[config.mk]
export PLATFORM = sky130hd
export DESIGN_NAME = ipz_port_zero
export DESIGN_NICKNAME = d
export VERILOG_FILES = /design/src/ipz_pkg.sv /design/src/ipz_port_zero.sv /design/src/ipz_pull_decode.sv /design/src/ipz_edge_bit.sv
export SDC_FILE = /design/constraint.sdc
export NUM_CORES = 1
export LEC_CHECK = 0
export BUFFER_PORTS_ARGS = -buffer_cell sky130_fd_sc_hd__buf_4
export CAP_MARGIN = 20
export CORE_MARGIN = 5
export CORE_UTILIZATION = 30
export CTS_CLUSTER_DIAMETER = 30
export DETAILED_ROUTE_END_ITERATION = 10
export PLACE_DENSITY = 0.48
export SLEW_MARGIN = 30
export SYNTH_ARGS = -nofsm -noshare
export SYNTH_HDL_FRONTEND = slang
export SYNTH_SLANG_ARGS = --single-unit
[constraint.sdc]
create_clock -name clk -period 1.3 [get_ports clk]
set_input_delay 0.195 -clock clk [delete_from_list [all_inputs] [get_ports clk]]
set_output_delay 0.195 -clock clk [all_outputs]
set_load 0.005 [all_outputs]
[src/ipz_pkg.sv]
// Constants and carrier types for the port-zero input block with edge interrupts.
// Assumes a byte-addressed register port and a slow sampling tick from outside.

package ipz_pkg;

  // ==========================================================================
  // Widths
  localparam int ADDR_W    = 16;
  localparam int DATA_W    = 16;
  localparam int REG_W     = 8;
  localparam int MAX_PINS  = 6;

  // ==========================================================================
  // Register byte addresses
  localparam logic [ADDR_W-1:0] ADDR_EDGE_LOW   = 16'hf038;
  localparam logic [ADDR_W-1:0] ADDR_EDGE_HIGH  = 16'hf039;
  localparam logic [ADDR_W-1:0] ADDR_SAMPLE_SEL = 16'hf03a;
  localparam logic [ADDR_W-1:0] ADDR_PIN_LEVEL  = 16'hf20c;
  localparam logic [ADDR_W-1:0] ADDR_PULL_LOW   = 16'hf20e;
  localparam logic [ADDR_W-1:0] ADDR_PULL_HIGH  = 16'hf20f;

  // ==========================================================================
  // Reset values and masks
  localparam logic [REG_W-1:0] RESET_CTRL  = 8'h00;
  localparam logic [REG_W-1:0] PORT3_MASK  = 8'hc0;
  localparam logic [REG_W-1:0] ZERO_BYTE   = 8'h00;
  localparam logic [REG_W-1:0] PIN_MASK6   = 8'h3f;
  localparam logic [REG_W-1:0] PIN_MASK5   = 8'h1f;

  // ==========================================================================
  // Field codes
  localparam logic [1:0] PULL_HIZ   = 2'h0;
  localparam logic [1:0] PULL_DOWN  = 2'h1;
  localparam logic [1:0] PULL_UP    = 2'h2;
  localparam logic [1:0] EDGE_OFF   = 2'h0;
  localparam logic [1:0] EDGE_FALL  = 2'h1;
  localparam logic [1:0] EDGE_RISE  = 2'h2;
  localparam logic [1:0] EDGE_BOTH  = 2'h3;

  // ==========================================================================
  // Register port request
  typedef struct packed {
    logic [ADDR_W-1:0] addr;
    logic [DATA_W-1:0] wdata;
    logic              word;
    logic              wr;
    logic              rd;
  } ipz_bus_req_t;

endpackage : ipz_pkg

[src/ipz_port_zero.sv]
// Port-zero input block: pin levels, pull modes and per-pin edge interrupts.
// Assumes pins synchronous to clk, a one-cycle slow tick, and a register port
// that never waits: read data stand in the cycle after the read strobe only.
`timescale 1ns/1ps

module ipz_port_zero #(
  parameter int NUM_PINS = 6
) (
  // Clock, reset, enable
  input  wire logic                          clk,
  input  wire logic                          rstn,
  input  wire logic                          ce,
  // Register port
  input  wire ipz_pkg::ipz_bus_req_t         bus_req,
  output logic [ipz_pkg::DATA_W-1:0]         bus_rdata,
  // Pins and tick
  input  wire logic [ipz_pkg::MAX_PINS-1:0]  pin_in,
  input  wire logic                          slow_sampling_tick,
  // Pad pull controls
  output logic [ipz_pkg::MAX_PINS-1:0]       pull_up_en,
  output logic [ipz_pkg::MAX_PINS-1:0]       pull_down_en,
  // Alternate functions
  output logic                               pwm_unit_a_event_in,
  output logic                               pwm_unit_b_event_in,
  output logic                               serial0_receive_in,
  output logic                               serial1_receive_in,
  // Interrupt requests
  output logic [ipz_pkg::MAX_PINS-1:0]       external_irq
);
  import ipz_pkg::*;

  // ==========================================================================
  // Variant masks: absent pins stay zero; bits 7:6 stay zero in the pull and pin-level registers only
  localparam logic [REG_W-1:0] PIN_MASK  = (NUM_PINS == 5) ? PIN_MASK5 : PIN_MASK6;
  localparam logic [REG_W-1:0] EDGE_MASK = PIN_MASK | PORT3_MASK;

  logic [REG_W-1:0]  edge_low_r, edge_low_nxt;
  logic [REG_W-1:0]  edge_high_r, edge_high_nxt;
  logic [REG_W-1:0]  sample_sel_r, sample_sel_nxt;
  logic [REG_W-1:0]  pull_low_r, pull_low_nxt;
  logic [REG_W-1:0]  pull_high_r, pull_high_nxt;
  logic [DATA_W-1:0] rdata_r, rdata_nxt;
  logic [REG_W-1:0]  pin_level_bits;
  logic              wr_en;
  logic              hit_pull_word;
  logic              hit_edge_word;

  // Pins are already synchronous, so the level register is a live view
  assign pin_level_bits = {2'b00, pin_in} & PIN_MASK;

  // ==========================================================================
  // Register writes
  // While ce is low, writes are dropped along with edge-detector updates; read data still update.
  always_comb begin
    wr_en          = bus_req.wr & ce;
    hit_pull_word  = bus_req.word && (bus_req.addr == ADDR_PULL_LOW);
    hit_edge_word  = bus_req.word && (bus_req.addr == ADDR_EDGE_LOW);
    edge_low_nxt   = edge_low_r;
    edge_high_nxt  = edge_high_r;
    sample_sel_nxt = sample_sel_r;
    pull_low_nxt   = pull_low_r;
    pull_high_nxt  = pull_high_r;
    if (wr_en) begin
      case (bus_req.addr)
        ADDR_EDGE_LOW: begin
          edge_low_nxt = bus_req.wdata[REG_W-1:0] & EDGE_MASK;
          if (hit_edge_word) begin
            edge_high_nxt = bus_req.wdata[DATA_W-1:REG_W] & EDGE_MASK;
          end
        end
        ADDR_EDGE_HIGH: begin
          edge_high_nxt = bus_req.wdata[REG_W-1:0] & EDGE_MASK;
        end
        ADDR_SAMPLE_SEL: begin
          sample_sel_nxt = bus_req.wdata[REG_W-1:0] & EDGE_MASK;
        end
        ADDR_PULL_LOW: begin
          pull_low_nxt = bus_req.wdata[REG_W-1:0] & PIN_MASK;
          if (hit_pull_word) begin
            pull_high_nxt = bus_req.wdata[DATA_W-1:REG_W] & PIN_MASK;
          end
        end
        ADDR_PULL_HIGH: begin
          pull_high_nxt = bus_req.wdata[REG_W-1:0] & PIN_MASK;
        end
        // Pin-level register and unmapped addresses ignore writes
        default: begin
          edge_low_nxt = edge_low_r;
        end
      endcase
    end
  end

  always_ff @(posedge clk or negedge rstn) begin
    if (!rstn) begin
      edge_low_r   <= RESET_CTRL;
      edge_high_r  <= RESET_CTRL;
      sample_sel_r <= RESET_CTRL;
      pull_low_r   <= RESET_CTRL;
      pull_high_r  <= RESET_CTRL;
    end else begin
      edge_low_r   <= edge_low_nxt;
      edge_high_r  <= edge_high_nxt;
      sample_sel_r <= sample_sel_nxt;
      pull_low_r   <= pull_low_nxt;
      pull_high_r  <= pull_high_nxt;
    end
  end

  // ==========================================================================
  // Register reads
  // Read data stand for one cycle only and are zero otherwise.
  always_comb begin
    rdata_nxt = {DATA_W{1'b0}};
    if (bus_req.rd) begin
      case (bus_req.addr)
        ADDR_EDGE_LOW: begin
          rdata_nxt = {(hit_edge_word ? edge_high_r : ZERO_BYTE), edge_low_r};
        end
        ADDR_EDGE_HIGH: begin
          rdata_nxt = {ZERO_BYTE, edge_high_r};
        end
        ADDR_SAMPLE_SEL: begin
          rdata_nxt = {ZERO_BYTE, sample_sel_r};
        end
        ADDR_PIN_LEVEL: begin
          rdata_nxt = {ZERO_BYTE, pin_level_bits};
        end
        ADDR_PULL_LOW: begin
          rdata_nxt = {(hit_pull_word ? pull_high_r : ZERO_BYTE), pull_low_r};
        end
        ADDR_PULL_HIGH: begin
          rdata_nxt = {ZERO_BYTE, pull_high_r};
        end
        default: begin
          rdata_nxt = {DATA_W{1'b0}};
        end
      endcase
    end
  end

  // A read in a frozen cycle still answers, so the master never waits
  always_ff @(posedge clk or negedge rstn) begin
    if (!rstn) begin
      rdata_r <= {DATA_W{1'b0}};
    end else begin
      rdata_r <= rdata_nxt;
    end
  end

  assign bus_rdata = rdata_r;

  // ==========================================================================
  // Pull controls
  ipz_pull_decode #(
    .WIDTH(MAX_PINS)
  ) u_pull (
    .pull_select_low_bit  (pull_low_r[MAX_PINS-1:0]),
    .pull_select_high_bit (pull_high_r[MAX_PINS-1:0]),
    .pull_up_en           (pull_up_en),
    .pull_down_en         (pull_down_en)
  );

  // ==========================================================================
  // Alternate-function routing
  assign pwm_unit_a_event_in = pin_in[0];
  assign pwm_unit_b_event_in = pin_in[1];
  assign serial0_receive_in  = pin_in[2];
  assign serial1_receive_in  = pin_in[3];

  // ==========================================================================
  // Edge detectors, one per pin; absent pins get a tied-off request
  for (genvar g = 0; g < MAX_PINS; g++) begin : g_pin
    if (g < NUM_PINS) begin : g_on
      ipz_edge_bit u_edge (
        .clk                (clk),
        .rstn               (rstn),
        .ce                 (ce),
        .pin                (pin_in[g]),
        .slow_sampling_tick (slow_sampling_tick),
        .edge_mode          ({edge_high_r[g], edge_low_r[g]}),
        .sample_sel         (sample_sel_r[g]),
        .irq                (external_irq[g])
      );
    end else begin : g_off
      assign external_irq[g] = 1'b0;
    end
  end
endmodule : ipz_port_zero

[src/ipz_pull_decode.sv]
// Pull-mode decoder: two select bits per pin into pull-up and pull-down enables.
// Assumes select bits come straight from the pull registers.
`timescale 1ns/1ps

module ipz_pull_decode #(
  parameter int WIDTH = 6
) (
  // Select bits
  input  wire logic [WIDTH-1:0] pull_select_low_bit,
  input  wire logic [WIDTH-1:0] pull_select_high_bit,
  // Pad controls
  output logic      [WIDTH-1:0] pull_up_en,
  output logic      [WIDTH-1:0] pull_down_en
);
  import ipz_pkg::*;

  // ==========================================================================
  // Decode; code 11 falls back to high impedance
  always_comb begin
    for (int i = 0; i < WIDTH; i++) begin
      pull_up_en[i]   = ({pull_select_high_bit[i], pull_select_low_bit[i]} == PULL_UP);
      pull_down_en[i] = ({pull_select_high_bit[i], pull_select_low_bit[i]} == PULL_DOWN);
    end
  end

endmodule : ipz_pull_decode

[src/ipz_edge_bit.sv]
// One pin's edge detector with optional sampling on the slow tick.
// Assumes the pin is synchronous to clk and the tick is a one-cycle pulse.
`timescale 1ns/1ps

module ipz_edge_bit (
  // Clock and reset
  input  wire logic       clk,
  input  wire logic       rstn,
  input  wire logic       ce,
  // Pin and tick
  input  wire logic       pin,
  input  wire logic       slow_sampling_tick,
  // Settings
  input  wire logic [1:0] edge_mode,
  input  wire logic       sample_sel,
  // Interrupt request
  output logic            irq
);
  import ipz_pkg::*;

  logic samp_r, samp_nxt;
  logic prev_r, prev_nxt;
  logic primed_r, primed_nxt;
  logic irq_r, irq_nxt;
  logic src, rise, fall;

  // ==========================================================================
  // Next state
  always_comb begin
    samp_nxt   = slow_sampling_tick ? pin : samp_r;
    src        = sample_sel ? samp_r : pin;
    rise       = primed_r & src & ~prev_r;
    fall       = primed_r & ~src & prev_r;
    prev_nxt   = src;
    // No edge is reported before a first level has been seen
    primed_nxt = 1'b1;
    case (edge_mode)
      EDGE_FALL: irq_nxt = fall;
      EDGE_RISE: irq_nxt = rise;
      EDGE_BOTH: irq_nxt = rise | fall;
      default:   irq_nxt = 1'b0;
    endcase
  end

  // ==========================================================================
  // Registers
  always_ff @(posedge clk or negedge rstn) begin
    if (!rstn) begin
      samp_r   <= 1'b0;
      prev_r   <= 1'b0;
      primed_r <= 1'b0;
      irq_r    <= 1'b0;
    end else if (ce) begin
      samp_r   <= samp_nxt;
      prev_r   <= prev_nxt;
      primed_r <= primed_nxt;
      irq_r    <= irq_nxt;
    end
  end

  assign irq = irq_r;
endmodule : ipz_edge_bit

=== After elaboration in Yosys (flattened, before gate mapping) ===
Cells that the tools add are included.
W data, S select, Z words.

* Register bits: 73
* Input bits: 45
* Output and inout port bits: 38
* Word-level logic and storage cells: 136

* Equality and inequality tests: 38
* Multiplexer cells: 20
* Bitwise operators: 43
* Reduce and logical (&&, ||, !) cells: 10

{| class="wikitable"
|+ Operators with widths
! kind !! count
|-
| $eq A16 B16 Y1 const B || 6
|-
| $pmux W16 S6 || 1
|-
| $eq A2 B2 Y1 const B || 18
|-
| $mux W8 || 4
|-
| $pmux W8 S2 || 2
|-
| $and A1 B1 Y1 || 25
|-
| $eq A2 B1 Y1 const B || 12
|-
| $pmux W1 S3 || 6
|-
| $mux W16 || 1
|-
| $not A1 Y1 || 12
|-
| $reduce_and A2 Y1 || 4
|-
| $mux W1 || 6
|-
| $or A1 B1 Y1 || 6
|-
| $reduce_and A3 Y1 || 2
|-
| $ne A2 B2 Y1 const B || 2
|-
| $reduce_bool A2 Y1 || 2
|-
| $logic_and A1 B1 Y1 || 2
|}

=== Longest topological paths before layout ===
Gate-level depths: netlist (run 1).

* Depth after elaboration: 6
* Gate-level depth with buffers: 6
* Gate-level depth less buffers: 4

=== Modules after synthesis ===
From an unflattened synthesis (run 1), not the netlist that was laid out.

* Cell total of the unflattened synthesis: 300
* Area total of the unflattened synthesis: 3,963.8 um^2

{| class="wikitable"
|+ Modules (own cells, without submodules)
! module !! times used !! cells each !! area an instance (um^2) !! sequential area each (um^2)
|-
| ipz_port_zero || 1 || 198 || 2,770.2 || 1,301.2
|-
| ipz_edge_bit || 6 || 15 || 181.4 || 100.1
|-
| ipz_pull_decode || 1 || 12 || 105.1 || 0.0
|}

=== Worst setup path before layout (run 1) ===
Ideal clock, no wire load.

* Kind: input port to flip-flop
* From: in bus_req[33] in the netlist's numbering
* To: reg edge_high_r[0]
* Setup time: 0.125 ns
* Arrival: 1.551 ns
* Required time: 1.175 ns
* Setup slack: -0.375 ns
* Stages on the path: 5
* Path buffers: 1
* Path through: and4_1 > clkbuf_1 > nand4_1 > nor2_2 > mux2_2

* Word-level cells in the longest chain between the ends: 4
* Elaborated cells between the ends (all ways): 7
* Classes of those cells: eq/ne: 3; mux: 1; reduce/logical: 3

{| class="wikitable"
|+ Ends and longest elaborated chain
! item !! RTL line !! text
|-
| start, declared || ipz_port_zero.sv:14 || <nowiki>input wire ipz_pkg::ipz_bus_req_t bus_req,</nowiki>
|-
| $eq A16 B16 Y1 || ipz_port_zero.sv:57, ipz_port_zero.sv:64 ||
|-
| $logic_and A1 B1 Y1 || ipz_port_zero.sv:57 || <nowiki>hit_edge_word = bus_req.word && (bus_req.addr == ADDR_EDGE_LOW);</nowiki>
|-
| $ne A2 B2 Y1 (no line) || n/a ||
|-
| $reduce_and A3 Y1 (no line) || n/a ||
|-
| end signal, assigned || ipz_port_zero.sv:103 || <nowiki>edge_high_r <= edge_high_nxt;</nowiki>
|-
| end, declared || ipz_port_zero.sv:38 || <nowiki>logic [REG_W-1:0] edge_high_r, edge_high_nxt;</nowiki>
|}

Parallel ways exist; a longest one is shown, timed or not.
A chain may end at the register's enable or synchronous reset.

=== Final worst setup path (run 1) ===
* From: in bus_req[29] in the netlist's numbering
* To: reg pull_high_r[1]

* Word-level cells in the longest chain between the ends: 4
* Elaborated cells between the ends (all ways): 7
* Classes of those cells: eq/ne: 3; mux: 1; reduce/logical: 3

{| class="wikitable"
|+ Ends and longest elaborated chain
! item !! RTL line !! text
|-
| $eq A16 B16 Y1 || ipz_port_zero.sv:56, ipz_port_zero.sv:64 ||
|-
| $logic_and A1 B1 Y1 || ipz_port_zero.sv:56 || <nowiki>hit_pull_word = bus_req.word && (bus_req.addr == ADDR_PULL_LOW);</nowiki>
|-
| $ne A2 B2 Y1 (no line) || n/a ||
|-
| $reduce_and A3 Y1 (no line) || n/a ||
|-
| end signal, assigned || ipz_port_zero.sv:106 || <nowiki>pull_high_r <= pull_high_nxt;</nowiki>
|-
| end, declared || ipz_port_zero.sv:41 || <nowiki>logic [REG_W-1:0] pull_high_r, pull_high_nxt;</nowiki>
|}

Parallel ways exist; a longest one is shown, timed or not.

==> run_results.csv, run 1 <==
group,metric,value,unit
sta,hold_viol_final,0,
routing,drc_errors,0,
cells_and_area,layout_commonest_cell,"buf_4",
floorplan,initial_core_util,30.9,%
critical_path,worstSetupEndpointType,"flop",
global_route,grtUsageMet2,23.2,%
synth,ys_seq_area_share,49.7,%
floorplan,dieArea,0.0142,sq mm
global_route,use_met1,21.0,%
power_and_ir_drop,p_per_area,968,mW/mm^2
cells_and_area,n_antenna_cell,0,
critical_path,critPathLaunchType,"input port",
synth,ys_warn_count,0,
synth,synth_seq_cells,71,
sta,slew_violations,0,
power_and_ir_drop,pwr-share-clk,46.7,%
worst_hold_path,hp-class,"input port to flop",
routing,vias_per_cell,4.97,
critical_path,regToRegEndpoint,"g_pin[5].g_on.u_edge.irq$_DFFE_PN0P_",
critical_path,critical_path_class,"input port to flop",
clock_network,cts_max_path_buffers,2,
placement,io_buffers,82,
sta,fin_crit,1390,ps
floorplan,num_rows,39,
clock_network,root_buffer,"clkbuf_16",
routing,dr.pass1.iters,4,
power_and_ir_drop,power.leakage,2.51,nW
placement,place_congestion,0.779,
routing,wl_per_cell,19.1,microns
sta,timing.final.crit_share,107,%
sta,setup_viol,37,
global_route,grt_max_degree,26,
floorplan,die_h,119,microns
global_route,antenna_found_initial,0,
clock_network,cts_tree,"yes",
sta,rsz0062_at_grt,"yes",
critical_path,r2r_start,"sample_sel_r[5]$_DFFE_PN0P_",
routing,drtAntennaViolNets,0,
clock_network,htree_levels,3,
routing,drt_iter0_drc,144,
global_route,grt_util_all_layers,14.8,%
cells_and_area,drive_gt1_share,53.8,%
sta,tightestPinTransition,443,ps
critical_path,crit_start,"bus_req[29]",
placement,post-place-ws,-509,ps
floorplan,dieWidth,119,microns
critical_path,required,1500,ps
critical_path,worst-path-max-fanout,3,
run_status,status,"complete, but fails checks",
synth,synth_cells,287,
global_route,grt_busiest_layer,"met2",
critical_path,worst-r2r-cell-count,4,
cells_and_area,syn_to_final_growth,49.0,%
power_and_ir_drop,p_int,4.03,mW
routing,wl,10600,microns
synth,synth_area,0.00358,sq mm
power_and_ir_drop,p_comb_share,9.0,%
floorplan,core,0.0116,sq mm
sta,finClkSkew,6.70,ps
critical_path,crit_path_end,"pull_high_r[1]$_DFFE_PN0P_",
global_route,grt_overflow,0,
sta,fin_ws,-91.1,ps
clock_network,cts_buffers,9,
power_and_ir_drop,p_seq_share,44.3,%
global_route,grt_pass1_vias,2878,
floorplan,io_pins,83,
clock_network,clock_latency,320,ps
run,maxCapViolCount,0,
routing,routed-via-count,2752,
power_and_ir_drop,peakVddDrop,0.000625,V
sta,hold_ws,136,ps
sta,relSlewSlack,70.4,%
synth,ys_types,38,
synth,synth.avg_cell_area,12.5,sq um
cells_and_area,finalNetCount,452,
sta,setup-tns-final,-1600,ps
synth,synth_nets,332,
power_and_ir_drop,p_sw,1.13,mW
global_route,grt_pass1_wl,16400,microns
global_route,met3_usage,3.65,%
placement,hpwlAfterDp,7670,microns
critical_path,reg2reg_slack,30,ps
clock_network,cts.sinks,71,
cells_and_area,mostFrequentLayoutCells,"buf_4, dfrtp_1, mux2_4, nor2_1, mux2i_1",
clock_network,path_clk_slew,60,ps
critical_path,arrival,1590,ps
sta,fmax,719,MHz
run_status,violations,"setup timing",
power_and_ir_drop,p_sw_share,21.8,%
[routing by layer]
| layer | vias up | routed length (microns) |
|---|---|---|
| met5 | - | 0 |
| met4 | 0 | 52 |
| met3 | 4 | 626 |
| met2 | 77 | 4880 |
| met1 | 1359 | 5000 |
| li1 | 1312 | - |
[cell usage after synthesis]
library cell | n | share of area [%]
nand2_1 | 3 | 0.31
and4_1 | 3 | 0.73
nor2b_1 | 12 | 2.1
nor4b_2 | 2 | 0.84
and4bb_1 | 1 | 0.35
nor4b_4 | 2 | 1.3
nor4_4 | 1 | 0.59
o21a_1 | 6 | 1.3
nor2_2 | 4 | 0.70
and4bb_2 | 3 | 1.0
nand4bb_1 | 1 | 0.31
nor3b_1 | 7 | 1.5
or4_4 | 1 | 0.31
nor3_1 | 1 | 0.14
clkbuf_1 | 5 | 0.52
buf_6 | 2 | 0.63
a31oi_1 | 6 | 1.0
buf_4 | 10 | 2.1
o211ai_1 | 1 | 0.21
nand4_1 | 7 | 1.2
inv_1 | 7 | 0.73
dfrtp_1 | 71 | 50
a21o_1 | 1 | 0.21
a22oi_1 | 6 | 1.3
nor2_1 | 16 | 1.7
or4b_4 | 1 | 0.38
mux2_1 | 36 | 11
buf_1 | 1 | 0.10
o22ai_1 | 12 | 2.1
nand3_1 | 3 | 0.42
a22o_1 | 6 | 1.5
mux2i_1 | 18 | 5.0
or2_1 | 1 | 0.18
mux2_2 | 20 | 6.3
and2_1 | 1 | 0.18
a222oi_1 | 2 | 0.56
a21oi_1 | 6 | 0.84
o311a_1 | 1 | 0.28
[state kept, by name (all words and copies together) (netlist names)]
name                        count
sample_sel_r                    8
edge_low_r                      8
g_pin.g_on.u_edge.prev_r        6
g_pin.g_on.u_edge.samp_r        6
edge_high_r                     8
pull_low_r                      6
g_pin.g_on.u_edge.irq           6
pull_high_r                     6
bus_rdata                      16
g_pin.g_on.u_edge.primed_r      1
[kinds of logic after synthesis]
kind of cell | share of synthesized area [%]
AO/OA/AOI/OAI | 9.24
buffers and inverters | 4.09
flip-flops | 49.7
multiplexers | 22.7
AND/OR/NAND/NOR | 14.3
[critical path: stages]
cell and delay [ps]:
buf_8 100, nor4b_4 320, nand4_1 220, buf_4 210, mux2_4 290, mux2_4 250
[layout make-up]
class                      count  area, sq um
fill                        1069         6240
sequential                    71         1780
clock buffer                  12          246
tap                          143          179
multi-input combinational    191         1930
timing repair buffer         127         1120
clock inverter                 3         43.8
inverter                       7         26.3
[through the flow]
| step | total power [mW] | instance area (sq um) | utilization [%] | std cells |
|---|---|---|---|---|
| after global routing | 5.39 | 5330 | 46.1 | 554 |
| final | 5.16 | 5330 | 46.1 | 554 |
| after global placement | 2.74 | 4730 | 40.9 | 531 |
| after detailed placement | 2.75 | 4730 | 40.9 | 531 |
| after floorplan | 2.47 | 3710 | - | 287 |
| after CTS | 5.23 | 5240 | 45.3 | 551 |
[timing repair]
| item | in CTS | in global routing |
|---|---|---|
| setup endpoints to repair | 45 | 57 |
| endpoints found under the hold margin | 22 | 0 |
| buffers inserted | 4 | 3 |
| pin swaps | 13 | 12 |
| hold buffers | 1 | 0 |
| resized for setup | 45 | 18 |
[how the worst min path moves through the flow]
stage,depth (start not counted),slack [ps],from,endpoint
after CTS,2,120,pin_in[5],g_pin[5].g_on.u_edge.samp_r$_DFFE_PN0P_
after floorplan,0,-100,rstn,bus_rdata[0]$_DFF_PN0_
after global placement,1,140,rstn,g_pin[3].g_on.u_edge.samp_r$_DFFE_PN0P_
after detailed placement,1,130,rstn,g_pin[3].g_on.u_edge.samp_r$_DFFE_PN0P_
final,2,140,pin_in[4],g_pin[4].g_on.u_edge.samp_r$_DFFE_PN0P_
after global routing,2,130,pin_in[5],g_pin[5].g_on.u_edge.samp_r$_DFFE_PN0P_
[power by group through the flow]
stage                     Combinational, mW  Sequential (mW)  Clock, mW
after detailed placement              0.427             2.32          0
after global routing                  0.507             2.29       2.59
after CTS                             0.464             2.28       2.49
after floorplan                       0.157             2.31          0
final                                 0.465             2.28       2.41
after global placement                0.420             2.32          0
(Power assumes the default switching activity.)
==> run 2: changes to the inputs <==
--- a/config.mk
+++ b/config.mk
@@ -11,6 +11,7 @@
 export CORE_UTILIZATION = 30
 export CTS_CLUSTER_DIAMETER = 30
 export DETAILED_ROUTE_END_ITERATION = 10
+export MAX_ROUTING_LAYER = met4
 export PLACE_DENSITY = 0.48
 export SLEW_MARGIN = 30
 export SYNTH_ARGS = -nofsm -noshare
==> run_results.csv, run 2 (same netlist as run 1, synthesis figures left out) <==
group,metric,value,unit
run_status,status,"complete, but fails checks",
run_status,violations,"setup timing",
floorplan,io_pins,83,
critical_path,worst-path-max-fanout,3,
global_route,antenna_found_initial,0,
sta,relSlewSlack,70.4,%
clock_network,path_clk_slew,60,ps
routing,wl_per_cell,19.1,microns
critical_path,crit_slowest_cell,"nor4b_4",
cells_and_area,num-fill-cells,1069,
sta,tightestPinTransition,442,ps
routing,dr.pass1.iters,5,
critical_path,arrival,1600,ps
critical_path,worst-r2r-cell-count,4,
sta,slew_violations,0,
clock_network,htree_levels,3,
routing,drt_iter0_drc,129,
routing,drtAntennaViolNets,0,
global_route,grt_pass1_vias,2877,
cells_and_area,multi_input_area,0.00193,sq mm
cells_and_area,syn_to_final_growth,49.0,%
sta,fin_ws,-95.7,ps
global_route,grt_pass1_wl,16400,microns
sta,fin_crit,1400,ps
critical_path,cp.depth,6,
cells_and_area,n_antenna_cell,0,
critical_path,regToRegEndpoint,"g_pin[5].g_on.u_edge.irq$_DFFE_PN0P_",
global_route,grt_util_all_layers,15.3,%
critical_path,path_cells,"buf_8 -> nor4b_4 -> nand4_1 -> buf_4 -> mux2_4 -> mux2_4",
cells_and_area,finish.instance_area,0.00533,sq mm
critical_path,critical_path.top_delay_family,"simple AND/OR/NAND/NOR gates",
critical_path,crit_start,"bus_req[29]",
critical_path,crit_top_cell,"mux2_4",
clock_network,cts.sinks,71,
floorplan,num_rows,39,
routing,drc_errors,0,
placement,place_congestion,0.790,
clock_network,cts_tree,"yes",
sta,rsz0062_at_grt,"yes",
critical_path,critPathLaunchType,"input port",
worst_hold_path,hp-class,"input port to flop",
critical_path,crit_buf_inv,2,
power_and_ir_drop,power.leakage,2.51,nW
global_route,grt_overflow,0,
global_route,grt_max_degree,26,
worst_hold_path,min_from,"pin_in[4]",
sta,fmax,717,MHz
floorplan,dieArea,0.0142,sq mm
floorplan,core,0.0116,sq mm
sta,setup_viol,35,
sta,hold_viol_final,0,
floorplan,die_h,119,microns
cells_and_area,mostFrequentLayoutCells,"buf_4, dfrtp_1, mux2_4, nor2_1, mux2i_1",
placement,dp.cells,531,
cells_and_area,drive_gt1_share,53.8,%
power_and_ir_drop,p_per_area,970,mW/mm^2
cells_and_area,layout_commonest_cell,"buf_4",
sta,timing.final.crit_share,107,%
critical_path,max_stage_delay,320,ps
placement,io_buffers,82,
cells_and_area,finalNetCount,452,
clock_network,root_buffer,"clkbuf_16",
routing,routed-via-count,2749,
worst_hold_path,hold_path_depth,2,
placement,hpwlAfterDp,7670,microns
critical_path,reg2reg_slack,20,ps
critical_path,worstSetupEndpointType,"flop",
clock_network,cts_buffers,9,
floorplan,initial_core_util,30.9,%
cells_and_area,largest_reg_flops,16,
clock_network,clock_latency,320,ps
sta,hold_ws,136,ps
cells_and_area,register_area,0.00178,sq mm
critical_path,required,1500,ps
run,maxCapViolCount,0,
floorplan,dieWidth,119,microns
power_and_ir_drop,totalPowerFinal,5.17,mW
routing,wl,10600,microns
cells_and_area,utilization,46.1,%
cells_and_area,final_cells,554,
placement,placed_area,0.00473,sq mm
worst_hold_path,worst_hold_path.endpoint,"g_pin[4].g_on.u_edge.samp_r$_DFFE_PN0P_",
sta,finClkSkew,7.64,ps
critical_path,r2r_start,"sample_sel_r[5]$_DFFE_PN0P_",
clock_network,cts_max_path_buffers,2,
routing,vias_per_cell,4.96,
power_and_ir_drop,peakVddDrop,0.000624,V
critical_path,critical_path_class,"input port to flop",
run 2: cell counts in the layout (fill, tap and decap cells not counted):
Identical to the previous run, type by type.
run 2: stage by stage:
stage	setup TNS (ps)	setup WS, ps
CTS	-1140	-77.7
detailed placement	-20600	-509
global route	-3040	-100
global placement	-20250	-482
finish	-1530	-95.7
floorplan	-13170	-320
run 2: power by group:
part           internal, mW  switching (mW)  total, mW
clock network          1.53           0.892       2.42
logic                 0.249           0.216      0.465
registers              2.26          0.0277       2.28
run 2: what timing repair did:
action                                 CTS  global route
endpoints found under the hold margin   22             0
buffers inserted                         4             3
resized for setup                       45            18
setup endpoints to repair               45            57
hold buffers                             1             0
pin swaps                               13            12
run 2: worst max path at each step:
stage | to
floorplan | edge_high_r[0]$_DFFE_PN0P_
global placement | edge_high_r[5]$_DFFE_PN0P_
detailed placement | edge_high_r[6]$_DFFE_PN0P_
CTS | pull_high_r[1]$_DFFE_PN0P_
global route | pull_high_r[1]$_DFFE_PN0P_
finish | pull_high_r[1]$_DFFE_PN0P_
run 2: area by class of cell:
class                   count  share of cell area [%]
clock inverters             3                   0.822
clock buffers              12                    4.63
inverters                   7                   0.493
repair buffers            127                    21.1
multi-input cells         191                    36.3
well taps                 143                    3.36
flip-flops and latches     71                    33.4
run 2: layer usage:
| metal | wire length [microns] | track usage [%] | up-vias |
|---|---|---|---|
| met5 | 0 | - | - |
| met4 | 52 | 2.82 | 0 |
| met3 | 530 | 3.51 | 4 |
| met2 | 4890 | 23.2 | 78 |
| met1 | 5090 | 21.1 | 1356 |
| li1 | - | - | 1311 |
==> run 3: changes to the inputs <==
--- a/config.mk
+++ b/config.mk
@@ -5,6 +5,7 @@
 export SDC_FILE = /design/constraint.sdc
 export NUM_CORES = 1
 export LEC_CHECK = 0
+export ABC_AREA = 1
 export BUFFER_PORTS_ARGS = -buffer_cell sky130_fd_sc_hd__buf_4
 export CAP_MARGIN = 20
 export CORE_MARGIN = 5
@@ -12,7 +13,7 @@
 export CTS_CLUSTER_DIAMETER = 30
 export DETAILED_ROUTE_END_ITERATION = 10
 export MAX_ROUTING_LAYER = met4
-export PLACE_DENSITY = 0.48
+export PLACE_DENSITY = 0.47
 export SLEW_MARGIN = 30
 export SYNTH_ARGS = -nofsm -noshare
 export SYNTH_HDL_FRONTEND = slang
==> run_results.csv, run 3 <==
group,metric,value,unit
worst_hold_path,worst_hold_path.endpoint,"g_pin[3].g_on.u_edge.primed_r$_DFFE_PN0P_",
synth,synth_edf_count,0,
cells_and_area,layout_commonest_cell,"nand2_1",
critical_path,worst-path-max-fanout,3,
clock_network,htree_levels,3,
synth,synth.area.top_cells,"dfrtp_1, nand2_1, o21ai_0",
clock_network,cts_tree,"yes",
routing,drt_iter0_drc,246,
cells_and_area,register_area,0.00178,sq mm
sta,slew_violations,0,
clock_network,path_clk_slew,60,ps
floorplan,dieWidth,123,microns
critical_path,reg2reg_slack,30,ps
synth,synth_cells,500,
cells_and_area,finalNetCount,654,
clock_network,cts.sinks,71,
power_and_ir_drop,p_seq_share,43.8,%
power_and_ir_drop,power.leakage,2.63,nW
synth,ys_seq_area_share,46.6,%
critical_path,arrival,1540,ps
cells_and_area,num-fill-cells,1370,
floorplan,core,0.0125,sq mm
run,maxCapViolCount,0,
routing,wl,12100,microns
critical_path,worst-r2r-cell-count,6,
synth,synth_flop_cell,"dfrtp_1",
synth,synth.avg_cell_area,7.62,sq um
synth,synth_most_common_cell,"nand2_1",
worst_hold_path,min_from,"ce",
global_route,grt_max_degree,28,
sta,fin_ws,32.9,ps
floorplan,dieArea,0.0151,sq mm
global_route,grt_pass1_vias,3593,
global_route,antenna_found_initial,0,
sta,fin_crit,1270,ps
cells_and_area,utilization,40.9,%
sta,finClkSkew,8.00,ps
routing,dr.pass1.iters,5,
synth,synth_nets,545,
placement,post-place-ws,-257,ps
cells_and_area,syn_to_final_growth,34.5,%
floorplan,initial_core_util,30.4,%
clock_network,root_buffer,"clkbuf_16",
global_route,grt_pass1_wl,19000,microns
placement,hpwlAfterDp,9300,microns
critical_path,critical_path_class,"flop to flop",
power_and_ir_drop,p_per_area,1030,mW/mm^2
placement,place_congestion,0.819,
cells_and_area,largest_reg_flops,16,
critical_path,critPathLaunchType,"flop",
sta,relSlewSlack,75.3,%
floorplan,die_h,123,microns
routing,wl_per_cell,15.3,microns
clock_network,clock_latency,340,ps
power_and_ir_drop,pwr-share-clk,47.5,%
synth,synth-async-reset-ratio,100,%
floorplan,num_rows,41,
power_and_ir_drop,peakVddDrop,0.000519,V
sta,rsz0062_at_grt,"no",
sta,hold_ws,94.4,ps
synth,yosysTopAreaCell,"dfrtp_1",
routing,drc_errors,0,
power_and_ir_drop,p_sw,1.26,mW
synth,synth_seq_cells,71,
clock_network,cts_max_path_buffers,2,
sta,tightestPinTransition,370,ps
critical_path,worstSetupEndpointType,"flop",
sta,setup_viol,0,
sta,setup-tns-final,0,ps
critical_path,r2r_start,"sample_sel_r[4]$_DFFE_PN0P_",
worst_hold_path,hold_path_depth,2,
synth,synth_commonest_cells,"nand2_1, dfrtp_1, inv_1",
sta,hold_viol_final,0,
floorplan,io_pins,83,
sta,timing.final.crit_share,97.5,%
sta,fmax,789,MHz
cells_and_area,mostFrequentLayoutCells,"nand2_1, buf_4, dfrtp_1, inv_1, o21ai_0",
critical_path,regToRegEndpoint,"g_pin[4].g_on.u_edge.irq$_DFFE_PN0P_",
synth,ys_warn_count,0,
cells_and_area,multi_input_area,0.00170,sq mm
worst_hold_path,hp-class,"input port to flop",
power_and_ir_drop,p_comb_share,8.7,%
placement,io_buffers,82,
power_and_ir_drop,p_int,4.03,mW
routing,drtAntennaViolNets,0,
synth,ys_types,23,
critical_path,required,1580,ps
clock_network,cts_buffers,9,
cells_and_area,n_antenna_cell,0,
cells_and_area,final_cells,786,
cells_and_area,drive_gt1_share,28.8,%
run_status,status,"finished, final reports clean",
routing,routed-via-count,3611,
routing,vias_per_cell,4.59,
global_route,grt_overflow,0,
synth,yosysTopAreaCellShare,46.6,%
power_and_ir_drop,p_sw_share,23.8,%
synth,synth_area,0.00381,sq mm
global_route,grt_util_all_layers,17.1,%
placement,dp.cells,769,
run 3: cell count changes after synthesis, sizes merged, moves of 10 or more:
| cell | delta |
|---|---|
| nand2 | +177 |
| o21ai | +54 |
| mux2 | -50 |
| inv | +42 |
| nand3 | +41 |
| nor2 | +29 |
| mux2i | -12 |
| nor2b | -12 |
| o22ai | -12 |
| a21oi | +10 |
run 3: area by class of cell:
cell class                      instances  share of cell area [%]
Clock buffer                           11                    4.74
Clock inverter                          5                    1.12
Inverter                               51                    3.74
Multi-Input combinational cell        356                    33.3
Sequential cell                        71                    34.8
Tap cell                              172                    4.20
Timing Repair Buffer                  120                    18.1
run 3: power by group through the flow:
stage	combinational [mW]	clock (mW)	sequential (mW)
global placement	0.463	0	2.35
floorplan	0.195	0	2.34
CTS	0.472	2.57	2.31
detailed placement	0.469	0	2.35
global route	0.515	2.70	2.32
finish	0.462	2.51	2.31
run 3: timing repair:
item / CTS / global route
endpoints found under the hold margin: 22 / 0
endpoints found under the setup margin: 1 / 18
hold buffers: 1 / 0
gates resized for setup: 1 / 12
setup buffers: 0 / 0
run 3: how the worst max path moves through the flow:
| stage | from | end | cells past startpoint | slack (ps) |
|---|---|---|---|---|
| CTS | pull_high_r[2]$_DFFE_PN0P_ | pull_up_en[2] | 3 | 10 |
| finish | sample_sel_r[4]$_DFFE_PN0P_ | g_pin[4].g_on.u_edge.irq$_DFFE_PN0P_ | 6 | 30 |
| global placement | bus_req[26] | bus_rdata[11]$_DFF_PN0_ | 11 | -260 |
| detailed placement | bus_req[30] | bus_rdata[11]$_DFF_PN0_ | 11 | -260 |
| floorplan | bus_req[26] | edge_high_r[0]$_DFFE_PN0P_ | 10 | 60 |
| global route | sample_sel_r[2]$_DFFE_PN0P_ | g_pin[2].g_on.u_edge.irq$_DFFE_PN0P_ | 5 | 0.3 |
run 3: cells by family (layout without fill, tap and decap cells):
| family | count (synthesis) | in the layout | synth area share, % |
|---|---|---|---|
| and+or+nand+nor | 274 | 274 | 31.7 |
| buffers and inverters | 73 | 187 | 9.16 |
| DFF | 71 | 71 | 46.6 |
| AOI/OAI and AO/OA | 70 | 70 | 9.20 |
| muxes | 12 | 12 | 3.35 |
run 3: worst max-delay path, stage by stage, from the launching register on:
cell     delay, ps
dfrtp_1        400
mux2i_1        310
buf_4          170
nand2_1         40
a21oi_1        110
o21ai_0        100
nand2_1         70
run 3: layer usage:
layer / GRT usage, % / up-vias / routed length [microns]
li1: - / 1789 / -
met1: 22.4 / 1708 / 5480
met2: 26.3 / 99 / 5770
met3: 4.29 / 15 / 586
met4: 4.90 / 0 / 221
met5: - / - / 0
run 3: stage by stage:
stage / area (sq um) / power, mW
2_1_floorplan: 3810 / 2.54
3_3_place_gp: 4790 / 2.81
3_5_place_dp: 4790 / 2.82
4_1_cts: 5100 / 5.36
5_1_grt: 5120 / 5.53
6_report: 5120 / 5.29
